===== src/include/hia_cfg.svh =====
/*
 * constants of the host interrupt aggregator: register offsets, field positions,
 * reset values and field widths.
 * assumes a 32-bit apb with byte addresses and one word per register.
 */
`ifndef HIA_CFG_SVH
`define HIA_CFG_SVH

`define HIA_ADDR_W          12
`define HIA_OFF_RX_MASK     12'h1DC
`define HIA_OFF_RX_FLAGS    12'h1D8
`define HIA_OFF_STATUS      12'h1E8
`define HIA_OFF_HOST_MASK   12'h1EC
`define HIA_OFF_RX_DELAY    12'h1F0
`define HIA_OFF_EVT_STAT    12'h1F4
`define HIA_OFF_EVT_CLR     12'h1F8
`define HIA_OFF_EVT_EN      12'h1FC

`define HIA_RESET_WORD      32'h0000_0000
`define HIA_STATUS_USED     32'h001F_19BF
`define HIA_LOW_MASK        32'h0000_FFFF

`define HIA_BIT_WAKE        20
`define HIA_BIT_QSTAT       19
`define HIA_BIT_QOVUN       18
`define HIA_BIT_PHY         17
`define HIA_BIT_RMON        16
`define HIA_BIT_TX_BAD      12
`define HIA_BIT_RX_BAD      11
`define HIA_BIT_LATE_RX     8
`define HIA_BIT_EARLY_RX    7
`define HIA_BIT_LATE_TX     5
`define HIA_BIT_EARLY_TX    4
`define HIA_BIT_WMARK       3
`define HIA_BIT_NOMEM       2
`define HIA_BIT_PAUSE       1
`define HIA_BIT_CLASS       0

`define HIA_DELAY_W         16
`define HIA_EVT_W           3

`endif


===== src/include/hia_pkg.sv =====
/*
 * types of the host interrupt aggregator.
 * assumes hia_cfg.svh for widths.
 */
`default_nettype none
`include "hia_cfg.svh"
package hia_pkg;
    typedef logic [31:0] hia_word_t;
    typedef logic [`HIA_DELAY_W-1:0] hia_delay_t;
    typedef enum logic [2:0]
    {
        HIA_DLY_IDLE = 3'h1,
        HIA_DLY_WAIT = 3'h2,
        HIA_DLY_FIRE = 3'h4
    } hia_dly_e;
endpackage : hia_pkg
`default_nettype wire


===== src/include/hia_dly_if.sv =====
/*
 * carrier between the aggregator and its receive start delay timer.
 * assumes a single clock domain.
 */
`default_nettype none
`include "hia_cfg.svh"
interface hia_dly_if;
    logic              start;
    hia_pkg::hia_delay_t delay;
    logic              fire;
    modport owner (output start, output delay, input fire);
    modport timer (input start, input delay, output fire);
endinterface : hia_dly_if
`default_nettype wire


===== src/rtl/hia_dly_timer.sv =====
/*
 * postpones the receive start notice by a programmed number of cycles.
 * assumes starts arrive as one-cycle pulses; a start during a wait is dropped.
 */
`default_nettype none
`include "hia_cfg.svh"
module hia_dly_timer
(
    // clock and reset
    input  wire logic   pclk,
    input  wire logic   presetn,
    // owner side
    hia_dly_if.timer    dly
);
    hia_pkg::hia_dly_e   state_q;
    hia_pkg::hia_delay_t cnt_q;

    // delay zero fires one cycle after the start
    always_ff @(posedge pclk or negedge presetn)
    begin
        if (!presetn)
        begin
            state_q <= hia_pkg::HIA_DLY_IDLE;
            cnt_q   <= '0;
        end
        else
        begin
            case (state_q)
                hia_pkg::HIA_DLY_IDLE:
                begin
                    if (dly.start)
                    begin
                        cnt_q   <= dly.delay;
                        state_q <= (dly.delay == '0) ? hia_pkg::HIA_DLY_FIRE : hia_pkg::HIA_DLY_WAIT;
                    end
                end
                hia_pkg::HIA_DLY_WAIT:
                begin
                    cnt_q <= cnt_q - 1'b1;
                    if (cnt_q == `HIA_DELAY_W'(1))
                        state_q <= hia_pkg::HIA_DLY_FIRE;
                end
                hia_pkg::HIA_DLY_FIRE:
                    state_q <= hia_pkg::HIA_DLY_IDLE;
                default:
                    state_q <= hia_pkg::HIA_DLY_IDLE;
            endcase
        end
    end

    assign dly.fire = (state_q == hia_pkg::HIA_DLY_FIRE);

    fire_after_start_a : assert property (@(posedge pclk) disable iff (!presetn)
        (state_q == hia_pkg::HIA_DLY_IDLE && dly.start && dly.delay == '0) |=> dly.fire)
        else $error("zero delay did not fire next cycle");
endmodule : hia_dly_timer
`default_nettype wire


===== src/rtl/hia_top.sv =====
/*
 * host interrupt aggregator: status, masks, rx statistics rollover flags,
 * apb register slave and the two level interrupt outputs, host_irq and evt_irq.
 * assumes event inputs are one-cycle pulses, except the levels tx_done_req, tx_begin_req and local_pause, and summary sources are levels,
 * all synchronous to pclk.
 */
`default_nettype none
`include "hia_cfg.svh"
module hia_top
(
    // apb
    input  wire logic                   pclk,
    input  wire logic                   presetn,
    input  wire logic                   psel,
    input  wire logic                   penable,
    input  wire logic                   pwrite,
    input  wire logic [`HIA_ADDR_W-1:0] paddr,
    input  wire logic [31:0]            pwdata,
    input  wire logic [3:0]             pstrb,
    output logic      [31:0]            prdata,
    output logic                        pready,
    output logic                        pslverr,
    // summary sources, levels
    input  wire logic                   power_event_n,
    input  wire logic                   queue_state_irq_reg,
    input  wire logic                   queue_overrun_irq_reg,
    input  wire logic                   phy_irq,
    // statistics rollover pulses, one per counter
    input  wire logic [31:0]            rx_stats_rollover,
    // frame and memory events, pulses; tx_done_req, tx_begin_req and local_pause are levels
    input  wire logic                   tx_frame_err,
    input  wire logic                   rx_frame_err,
    input  wire logic                   rx_frame_queued,
    input  wire logic                   rx_frame_start,
    input  wire logic                   tx_done,
    input  wire logic                   tx_begin,
    input  wire logic                   tx_done_req,
    input  wire logic                   tx_begin_req,
    input  wire logic                   free_at_low_mark,
    input  wire logic                   mem_req_none_free,
    input  wire logic                   local_pause,
    input  wire logic                   class_event,
    // interrupts
    output logic                        host_irq,
    output logic                        evt_irq
);
    hia_pkg::hia_word_t  rx_flags_q;
    hia_pkg::hia_word_t  rx_mask_q;
    hia_pkg::hia_word_t  host_mask_q;
    logic [15:0]         low_q;
    hia_pkg::hia_delay_t rx_delay_q;
    logic                pause_q;
    logic [`HIA_EVT_W-1:0] evt_stat_q;
    logic [`HIA_EVT_W-1:0] evt_en_q;
    logic                host_irq_q;
    logic                evt_irq_q;
    logic [31:0]         prdata_q;
    logic                pready_q;
    logic                pslverr_q;

    hia_dly_if dly ();
    hia_dly_timer u_dly
    (
        .pclk    (pclk),
        .presetn (presetn),
        .dly     (dly)
    );
    assign dly.start = rx_frame_start;
    assign dly.delay = rx_delay_q;

    function automatic logic hit(input logic [`HIA_ADDR_W-1:0] a, input logic [`HIA_ADDR_W-1:0] off);
        hit = (a == off);
    endfunction : hit

    // one wait state: request taken in the first access cycle, answer the next
    wire setup_ok = psel && penable && !pready_q;
    wire wr_acc   = setup_ok && pwrite;
    wire rd_acc   = setup_ok && !pwrite;
    wire rd_stat  = rd_acc && hit(paddr, `HIA_OFF_STATUS);
    wire rd_flags = rd_acc && hit(paddr, `HIA_OFF_RX_FLAGS);
    wire mapped   = hit(paddr, `HIA_OFF_RX_MASK) || hit(paddr, `HIA_OFF_RX_FLAGS)
                 || hit(paddr, `HIA_OFF_STATUS) || hit(paddr, `HIA_OFF_HOST_MASK)
                 || hit(paddr, `HIA_OFF_RX_DELAY) || hit(paddr, `HIA_OFF_EVT_STAT)
                 || hit(paddr, `HIA_OFF_EVT_CLR) || hit(paddr, `HIA_OFF_EVT_EN);

    function automatic logic [31:0] merge(input logic [31:0] old, input logic [31:0] nw, input logic [3:0] be);
        for (int i = 0; i < 4; i++)
            merge[i*8 +: 8] = be[i] ? nw[i*8 +: 8] : old[i*8 +: 8];
    endfunction : merge

    // rollover flags clear on read; a rollover in the read cycle survives
    always_ff @(posedge pclk or negedge presetn)
    begin
        if (!presetn)
            rx_flags_q <= `HIA_RESET_WORD;
        else
            rx_flags_q <= (rd_flags ? '0 : rx_flags_q) | rx_stats_rollover;
    end

    // enabled rollovers form the statistics summary source
    wire rmon_src = |(rx_flags_q & rx_mask_q);

    // event flags of the low half
    logic [15:0] low_set;
    always_comb
    begin
        low_set = '0;
        low_set[`HIA_BIT_TX_BAD]   = tx_frame_err;
        low_set[`HIA_BIT_RX_BAD]   = rx_frame_err;
        low_set[`HIA_BIT_LATE_RX]  = rx_frame_queued;
        low_set[`HIA_BIT_EARLY_RX] = dly.fire;
        low_set[`HIA_BIT_LATE_TX]  = tx_done && tx_done_req;
        low_set[`HIA_BIT_EARLY_TX] = tx_begin && tx_begin_req;
        low_set[`HIA_BIT_WMARK]    = free_at_low_mark;
        low_set[`HIA_BIT_NOMEM]    = mem_req_none_free;
        low_set[`HIA_BIT_PAUSE]    = local_pause ^ pause_q;
        low_set[`HIA_BIT_CLASS]    = class_event;
    end

    always_ff @(posedge pclk or negedge presetn)
    begin
        if (!presetn)
            pause_q <= 1'b0;
        else
            pause_q <= local_pause;
    end

    // clear on read, with a set in the read cycle winning
    always_ff @(posedge pclk or negedge presetn)
    begin
        if (!presetn)
            low_q <= '0;
        else
            low_q <= ((rd_stat ? 16'h0000 : low_q) | low_set) & 16'(`HIA_STATUS_USED);
    end

    // summary bits are live views of their sources, never stored
    hia_pkg::hia_word_t status;
    always_comb
    begin
        status = '0;
        status[15:0]             = low_q;
        status[`HIA_BIT_WAKE]    = !power_event_n;
        status[`HIA_BIT_QSTAT]   = queue_state_irq_reg;
        status[`HIA_BIT_QOVUN]   = queue_overrun_irq_reg;
        status[`HIA_BIT_PHY]     = phy_irq;
        status[`HIA_BIT_RMON]    = rmon_src;
    end

    // writable registers; the status register ignores writes
    always_ff @(posedge pclk or negedge presetn)
    begin
        if (!presetn)
        begin
            rx_mask_q   <= `HIA_RESET_WORD;
            host_mask_q <= `HIA_RESET_WORD;
            rx_delay_q  <= '0;
            evt_en_q    <= '0;
        end
        else if (wr_acc)
        begin
            if (hit(paddr, `HIA_OFF_RX_MASK))
                rx_mask_q <= merge(rx_mask_q, pwdata, pstrb);
            if (hit(paddr, `HIA_OFF_HOST_MASK))
                host_mask_q <= merge(host_mask_q, pwdata, pstrb);
            if (hit(paddr, `HIA_OFF_RX_DELAY))
                rx_delay_q <= pwdata[`HIA_DELAY_W-1:0];
            if (hit(paddr, `HIA_OFF_EVT_EN))
                evt_en_q <= pwdata[`HIA_EVT_W-1:0];
        end
    end

    // block events: 0 unmapped access, 1 status read, 2 write to read-only status
    logic [`HIA_EVT_W-1:0] evt_set;
    assign evt_set = {wr_acc && hit(paddr, `HIA_OFF_STATUS), rd_stat, setup_ok && !mapped};
    wire [`HIA_EVT_W-1:0] evt_clr = (wr_acc && hit(paddr, `HIA_OFF_EVT_CLR)) ? pwdata[`HIA_EVT_W-1:0] : '0;
    always_ff @(posedge pclk or negedge presetn)
    begin
        if (!presetn)
            evt_stat_q <= '0;
        else
            evt_stat_q <= (evt_stat_q & ~evt_clr) | evt_set;
    end

    // registered interrupt outputs trail the status by one cycle
    always_ff @(posedge pclk or negedge presetn)
    begin
        if (!presetn)
        begin
            host_irq_q <= 1'b0;
            evt_irq_q  <= 1'b0;
        end
        else
        begin
            host_irq_q <= |(status & host_mask_q);
            evt_irq_q  <= |(evt_stat_q & evt_en_q);
        end
    end

    // apb answer
    always_ff @(posedge pclk or negedge presetn)
    begin
        if (!presetn)
        begin
            prdata_q  <= '0;
            pready_q  <= 1'b0;
            pslverr_q <= 1'b0;
        end
        else
        begin
            pready_q  <= setup_ok;
            pslverr_q <= setup_ok && !mapped;
            prdata_q  <= '0;
            if (rd_acc)
            begin
                case (1'b1)
                    hit(paddr, `HIA_OFF_RX_MASK):   prdata_q <= rx_mask_q;
                    hit(paddr, `HIA_OFF_RX_FLAGS):  prdata_q <= rx_flags_q;
                    hit(paddr, `HIA_OFF_STATUS):    prdata_q <= status;
                    hit(paddr, `HIA_OFF_HOST_MASK): prdata_q <= host_mask_q;
                    hit(paddr, `HIA_OFF_RX_DELAY):  prdata_q <= {16'h0000, rx_delay_q};
                    hit(paddr, `HIA_OFF_EVT_STAT):  prdata_q <= {29'h0, evt_stat_q};
                    hit(paddr, `HIA_OFF_EVT_EN):    prdata_q <= {29'h0, evt_en_q};
                    default:                         prdata_q <= '0;
                endcase
            end
        end
    end

    assign prdata   = prdata_q;
    assign pready   = pready_q;
    assign pslverr  = pslverr_q;
    assign host_irq = host_irq_q;
    assign evt_irq  = evt_irq_q;

    // checks
    irq_follows_mask_a : assert property (@(posedge pclk) disable iff (!presetn)
        host_irq == $past(|(status & host_mask_q)))
        else $error("host interrupt disagrees with masked status");
    masked_no_irq_a : assert property (@(posedge pclk) disable iff (!presetn)
        (host_mask_q == '0) |=> !host_irq)
        else $error("interrupt raised with all mask bits clear");
    rmon_gated_a : assert property (@(posedge pclk) disable iff (!presetn)
        ((rx_flags_q & rx_mask_q) == '0) |-> !status[`HIA_BIT_RMON])
        else $error("masked rollover reached summary");
    wake_view_a : assert property (@(posedge pclk) disable iff (!presetn)
        !power_event_n |-> status[`HIA_BIT_WAKE])
        else $error("wake bit low while power event asserted");
    summary_keep_a : assert property (@(posedge pclk) disable iff (!presetn)
        (rd_stat && queue_state_irq_reg) |=> $past(status[`HIA_BIT_QSTAT]) && prdata[`HIA_BIT_QSTAT])
        else $error("summary bit lost on read");
    low_clear_a : assert property (@(posedge pclk) disable iff (!presetn)
        (rd_stat && low_set == '0) |=> low_q == '0)
        else $error("event flags not cleared by read");
    set_wins_a : assert property (@(posedge pclk) disable iff (!presetn)
        rx_frame_queued |=> low_q[`HIA_BIT_LATE_RX])
        else $error("queued frame event lost");
    pause_edge_a : assert property (@(posedge pclk) disable iff (!presetn)
        (local_pause != $past(local_pause)) |=> low_q[`HIA_BIT_PAUSE])
        else $error("pause change not flagged");
    reserved_zero_a : assert property (@(posedge pclk) disable iff (!presetn)
        (status & ~`HIA_STATUS_USED) == '0)
        else $error("reserved status bit set");
    tx_sel_a : assert property (@(posedge pclk) disable iff (!presetn)
        (!low_q[`HIA_BIT_LATE_TX] && tx_done && !tx_done_req) |=> !low_q[`HIA_BIT_LATE_TX])
        else $error("unrequested completion flagged");

    cov_irq_c     : cover property (@(posedge pclk) disable iff (!presetn) $rose(host_irq));
    cov_rd_clr_c  : cover property (@(posedge pclk) disable iff (!presetn) rd_stat && low_q != '0);
    cov_early_c   : cover property (@(posedge pclk) disable iff (!presetn) dly.fire);
    cov_unmap_c   : cover property (@(posedge pclk) disable iff (!presetn) pslverr);
endmodule : hia_top
`default_nettype wire


===== config.mk =====
export PLATFORM = sky130hd
export DESIGN_NAME = hia_top
export DESIGN_NICKNAME = d
export VERILOG_FILES = /design/src/include/hia_pkg.sv /design/src/include/hia_dly_if.sv /design/src/rtl/hia_dly_timer.sv /design/src/rtl/hia_top.sv
export VERILOG_INCLUDE_DIRS = /design/src /design/src/include
export SDC_FILE = /design/constraint.sdc
export NUM_CORES = 1
export LEC_CHECK = 0
export CORE_ASPECT_RATIO = 2
export CORE_MARGIN = 2
export CORE_UTILIZATION = 34
export DETAILED_ROUTE_END_ITERATION = 8
export DONT_BUFFER_PORTS = 1
export GPL_TIMING_DRIVEN = 1
export HOLD_SLACK_MARGIN = 0.15
export SYNTH_ARGS = -nofsm -noshare
export SYNTH_HDL_FRONTEND = slang
export SYNTH_SLANG_ARGS = --single-unit

===== constraint.sdc =====
create_clock -name pclk -period 3.1 [get_ports pclk]
set_input_delay 0.31 -clock pclk [delete_from_list [all_inputs] [get_ports pclk]]
set_output_delay 0.31 -clock pclk [all_outputs]
set_load 0.03 [all_outputs]

== Word level (Yosys, flattened, before mapping) ==
Cells that the tools add are included.
Word-level totals
  register bits after elaboration: 184
  bits of input ports: 101
  output and inout port bits: 36
  word-level logic and storage cells: 101
Cells by class
  $add $sub $neg: 1
  equal/unequal tests: 14
  mux-type cells: 17
  bitwise logic cells: 9
  reduce and logical (&&, ||, !) cells: 39
Operators with widths (count)
  32-bit 2-to-1 mux: 7
  12-bit by 9-bit equality test with 1-bit output (second input constant): 8
  32-bit OR reduction: 2
  21-bit by 32-bit AND with 32-bit output: 1
  32-bit AND: 1
  32-bit bitwise OR: 1
  16-bit case mux with 2 select lines: 1
  3-bit AND reduction: 8
  3-bit 2-to-1 mux: 6
  16-bit by 1-bit equality test with 1-bit output (second input constant): 1
  16-bit logical NOT: 1
  16-bit 2-to-1 mux: 1
  16-bit by 1-bit subtractor with 16-bit output (second input constant): 1
  13-bit 2-to-1 mux: 1
  13-bit bitwise OR: 1
  1-bit logical AND: 11
  2-bit AND reduction: 4
  1-bit logical OR: 7
  3-bit AND: 2
  3-bit case mux with 2 select lines: 1
  1-bit logical NOT: 4
  3-bit by 1-bit equality test with 1-bit output (second input constant): 1
  3-bit by 2-bit equality test with 1-bit output (second input constant): 1
  3-bit equality test (second input constant): 1
  7 further kinds: 7

== Logic depth before layout (Yosys ltp) ==
  depth after elaboration: 11
  gate-level depth with buffers: 6
  gate-level depth less buffers: 6

== Modules after synthesis ==
From an unflattened synthesis, not the netlist that was laid out.
Second synthesis, totals
  cell total of the unflattened synthesis: 686
  area total of the unflattened synthesis: 8396.8 µm²
By module, submodules not included
  hia_top: instances 1, cells each 564, area an instance 7249.5 µm²
  hia_dly_timer: instances 1, cells each 122, area an instance 1147.4 µm²

== Worst setup path before layout ==
OpenSTA, ideal clock, no wires.
  path kind: input to register
  start: input paddr[1]
  end: register rx_mask_q[0]
  library setup time: 0.125 ns
  arrival: 1.952 ns
  data required time: 2.975 ns
  path slack: 1.023 ns
  cell stages on the path: 5
  cell sequence: or4_4 > nor4_4 > and3_1 > buf_4 > mux2_2
Between the ends
  word-level cells in the longest chain between the ends: 2
Ends and longest elaborated chain
  start, declared: line hia_top.sv:17  | input wire logic [`HIA_ADDR_W-1:0] paddr,
  12-bit by 9-bit equality test with 1-bit output: line hia_top.sv:72  | hit = (a == off);
  3-bit AND reduction (no source line)
  end signal, assigned: line hia_top.sv:155  | rx_mask_q <= `HIA_RESET_WORD;
  end signal, assigned: line hia_top.sv:163  | rx_mask_q <= merge(rx_mask_q, pwdata, pstrb);
  end, declared: line hia_top.sv:48  | hia_pkg::hia_word_t rx_mask_q;
No other way between the ends.
A chain may end at the register's enable or synchronous reset.

== Worst setup path in the final report ==
  start: register pready_q, in the netlist pready
  end: register low_q[5]
Between the ends
  word-level cells in the longest chain between the ends: 6
Ends and longest elaborated chain
  start, declared: line hia_top.sv:58  | logic pready_q;
  start signal, assigned: line hia_top.sv:211  | pready_q <= setup_ok;
  1-bit logical NOT: line hia_top.sv:76  | wire setup_ok = psel && penable && !pready_q;
  1-bit logical AND: line hia_top.sv:76
  1-bit logical AND: line hia_top.sv:78  | wire rd_acc = setup_ok && !pwrite;
  1-bit logical AND: line hia_top.sv:79  | wire rd_stat = rd_acc && hit(paddr, `HIA_OFF_STATUS);
  13-bit 2-to-1 mux: line hia_top.sv:134  | low_q <= ((rd_stat ? 16'h0000 : low_q) | low_set) & 16'(`HIA_STATUS_USED);
  13-bit bitwise OR: line hia_top.sv:134
  end signal, assigned: line hia_top.sv:134
  end, declared: line hia_top.sv:50  | logic [15:0] low_q;
No other way between the ends.

==> results.yml <==
cells_and_area:
  area_delta_synth_final_pct: 21.2
  layout_common_cells: "dfrtp_1 (183), mux2_2 (87), dlygate4sd3_1 (85), a21o_1 (41), nor2_1 (30)"
  fin_area_um2: 10200
  drive_above_1_share: 0.196
  n_fill_cell: 2320
  fin_nets: 881
  final_common_cell: "dfrtp_1"
clock_network:
  clk_transition_reported_paths_ns: 0.07
  clock_sinks: 184
  ctsRootBufferMaster: "clkbuf_16"
  clkLatencyLatePin_ns: 0.45
  cts_buffers: 17
  holdBufCountCts: 85
  cts_buffer_depth: 2
  h-tree-depth: 4
  cts_tree: "done"
sta:
  maxSlewHeadroom: 0.482
  hold_violations: 184
  max_freq_mhz: 367
  post-route-period-util: 0.879
  fin_skew_ns: 0.0108
  slew_viol_final: 0
  tns_ns: 0
  tightest_slew_ns: 0.771
  hold_ws_ns: -0.444
  rsz0062_at_grt: "no"
  setup_ws_ns: 0.376
  min_period_ns: 2.72
  setup_viol_count_final: 0
detailed_routing:
  postRouteAntennaNets: 0
  viasPerCell: 5.80
  vias: 6530
  initialDrtViolationCount: 525
  wl_um: 27900
  drc: 0
  first_pass_iters: 4
  routedWlPerCell_um: 24.8
synth:
  yosysUniqueCellTypes: 71
  synth_area_um2: 8430
  yosysTopAreaCell: "dfrtp_1"
  synth_fp_nets: 800
  syn_avg_cell_area_um2: 12.1
  synthArstFlopShare: 1.00
  synth_enable_flop_cells: 0
  synth_ff_type: "dfrtp_1"
  syn_inst: 697
  yosysSeqAreaShare: 0.546
  ys_seq_elements: 184
  ys_warn_count: 0
  synth_top_area_share: 0.543
  synth_area_leaders: "dfrtp_1 (54%), mux2_2 (12%), a21o_1 (3.7%)"
floorplan:
  start_util: 0.345
  core_um2: 24400
  row_count: 81
  dieArea_um2: 26100
  io_pins: 137
  die_y_um: 227
  die_w_um: 115
outcome:
  outcome: "finished, violations left"
  violations: "negative hold slack"
critical_path:
  critPathTopFamily: "simple AND/OR/NAND/NOR gates"
  cpPeakStageDelay_ns: 0.55
  cp_data_required_time_ns: 3.44
  cp-end-kind: "flop"
  worst-endpoint-arrival_ns: 3.06
  setup.worst_path.class: "reg -> reg"
  crit_path_max_fanout: 19
  critPathSlowestCell: "dlygate4sd3_1"
  crit_buf_inv: 2
  crit_cells: 6
  r2r_cells: 6
  cp-start-kind: "flop"
  crit_chain: "nand3b_1, nor2_1, buf_4, nand3_1, a22o_1, dlygate4sd3_1"
global_route:
  overflow: 0
  grt_start_max_net_pins: 185
  grtUsageTotal: 0.218
  antenna_found_initial: 2
  grt_pass1_vias: 6503
  grt_pass1_wl_um: 41000
power_and_ir_drop:
  power_uw: 4950
  power-per-cell-area_nw_per_um2: 484
  ir_drop_v: 0.000281
  power.leakage_uw: 0.00425
placed_design:
  dp_slack_ns: 0.502
  placed_area_um2: 8780
  place_congestion: 0.889
  portBuffers: 0
  hpwlAfterDp_um: 20700
min_path:
  worst_hold_path_type: "in -> async"
flow_run:
  cap_violations: 0
## Yosys cell counts, types with 4 or more instances
master / number
a211oi_1: 11
a21o_1: 41
a21oi_1: 20
a221o_1: 5
a221oi_1: 7
a222oi_1: 13
a22o_1: 5
a22oi_1: 19
a311oi_1: 4
a32o_1: 4
and3_1: 8
buf_2: 8
buf_4: 6
clkbuf_1: 23
dfrtp_1: 183
inv_1: 26
mux2_2: 87
nand2_1: 21
nand2b_1: 5
nand3_1: 16
nand3_2: 4
nand4_1: 10
nor2_1: 30
nor3_1: 7
nor3b_1: 11
nor4_1: 21
nor4_4: 4
o2111ai_1: 6
o21ai_0: 16
o22ai_1: 5
o311ai_0: 5
o31ai_1: 8
## cell families after synthesis
logic type / Yosys count / synth area share
AO/OA/AOI/OAI: 189 / 0.171
flip-flops: 184 / 0.546
multiplexers: 88 / 0.117
AND/OR/NAND/NOR: 168 / 0.127
adder cells (fa/ha/maj): 2 / 0.00297
XOR/XNOR: 2 / 0.00208
buffers and inverters: 64 / 0.0332
## sequential cells by signal (all words and copies together) (netlist names), 3 cells and up
register	flops
host_mask_q	32
dly.delay	16
evt_stat_q	3
rx_mask_q	32
u_dly.cnt_q	16
u_dly.state_q	3
rx_flags_q	32
prdata	32
evt_en_q	3
low_q	10
## metrics by stage
step / cells / util
floorplan: 697 / -
global placement: 1006 / 0.359
detailed placement: 1006 / 0.359
CTS: 1123 / 0.418
global route: 1125 / 0.418
finish: 1125 / 0.418
## area by class of cell
| class | count | area [µm²] | share of cell area |
|---|---|---|---|
| Antenna cell | 2 | 5.00 | 0.000490 |
| Clock buffer | 17 | 425 | 0.0416 |
| Clock inverter | 15 | 160 | 0.0157 |
| Inverter | 26 | 97.6 | 0.00955 |
| Multi-Input combinational cell | 449 | 3540 | 0.347 |
| Sequential cell | 184 | 4610 | 0.451 |
| Tap cell | 332 | 415 | 0.0407 |
| Timing Repair Buffer | 100 | 963 | 0.0943 |
## layer usage
layer	share of wire	up-vias	GRT usage
li1	-	2857	-
met1	0.35	3366	0.230
met2	0.55	246	0.393
met3	0.047	61	0.0393
met4	0.053	0	0.129
met5	0	-	0
## power by group
part	internal, µW	total, µW	switching [µW]
sequential	2430	2470	37.0
combinational	148	305	157
clock	1140	2180	1040
total	3720	4950	1230
## worst paths after layout
kind,slack [ns],to,from
worst max-delay path,0.38,low_q[5],pready
worst min-delay path,-0.44,prdata[25],presetn
worst max register to register,0.38,low_q[5],pready
worst min register to register,0.50,u_dly.cnt_q[15],u_dly.cnt_q[15]
max in group asynchronous,3.17,host_mask_q[0],presetn
min in group pclk,0.17,prdata[19],paddr[3]
## timing repair
| item | 4_1_cts | 5_1_grt |
|---|---|---|
| endpoints found under the hold margin | 320 | 184 |
| gates resized for setup | 0 | 0 |
| endpoints found under the setup margin | 0 | 0 |
| setup buffers | 0 | 0 |
Power figures use the tool's default switching activity.
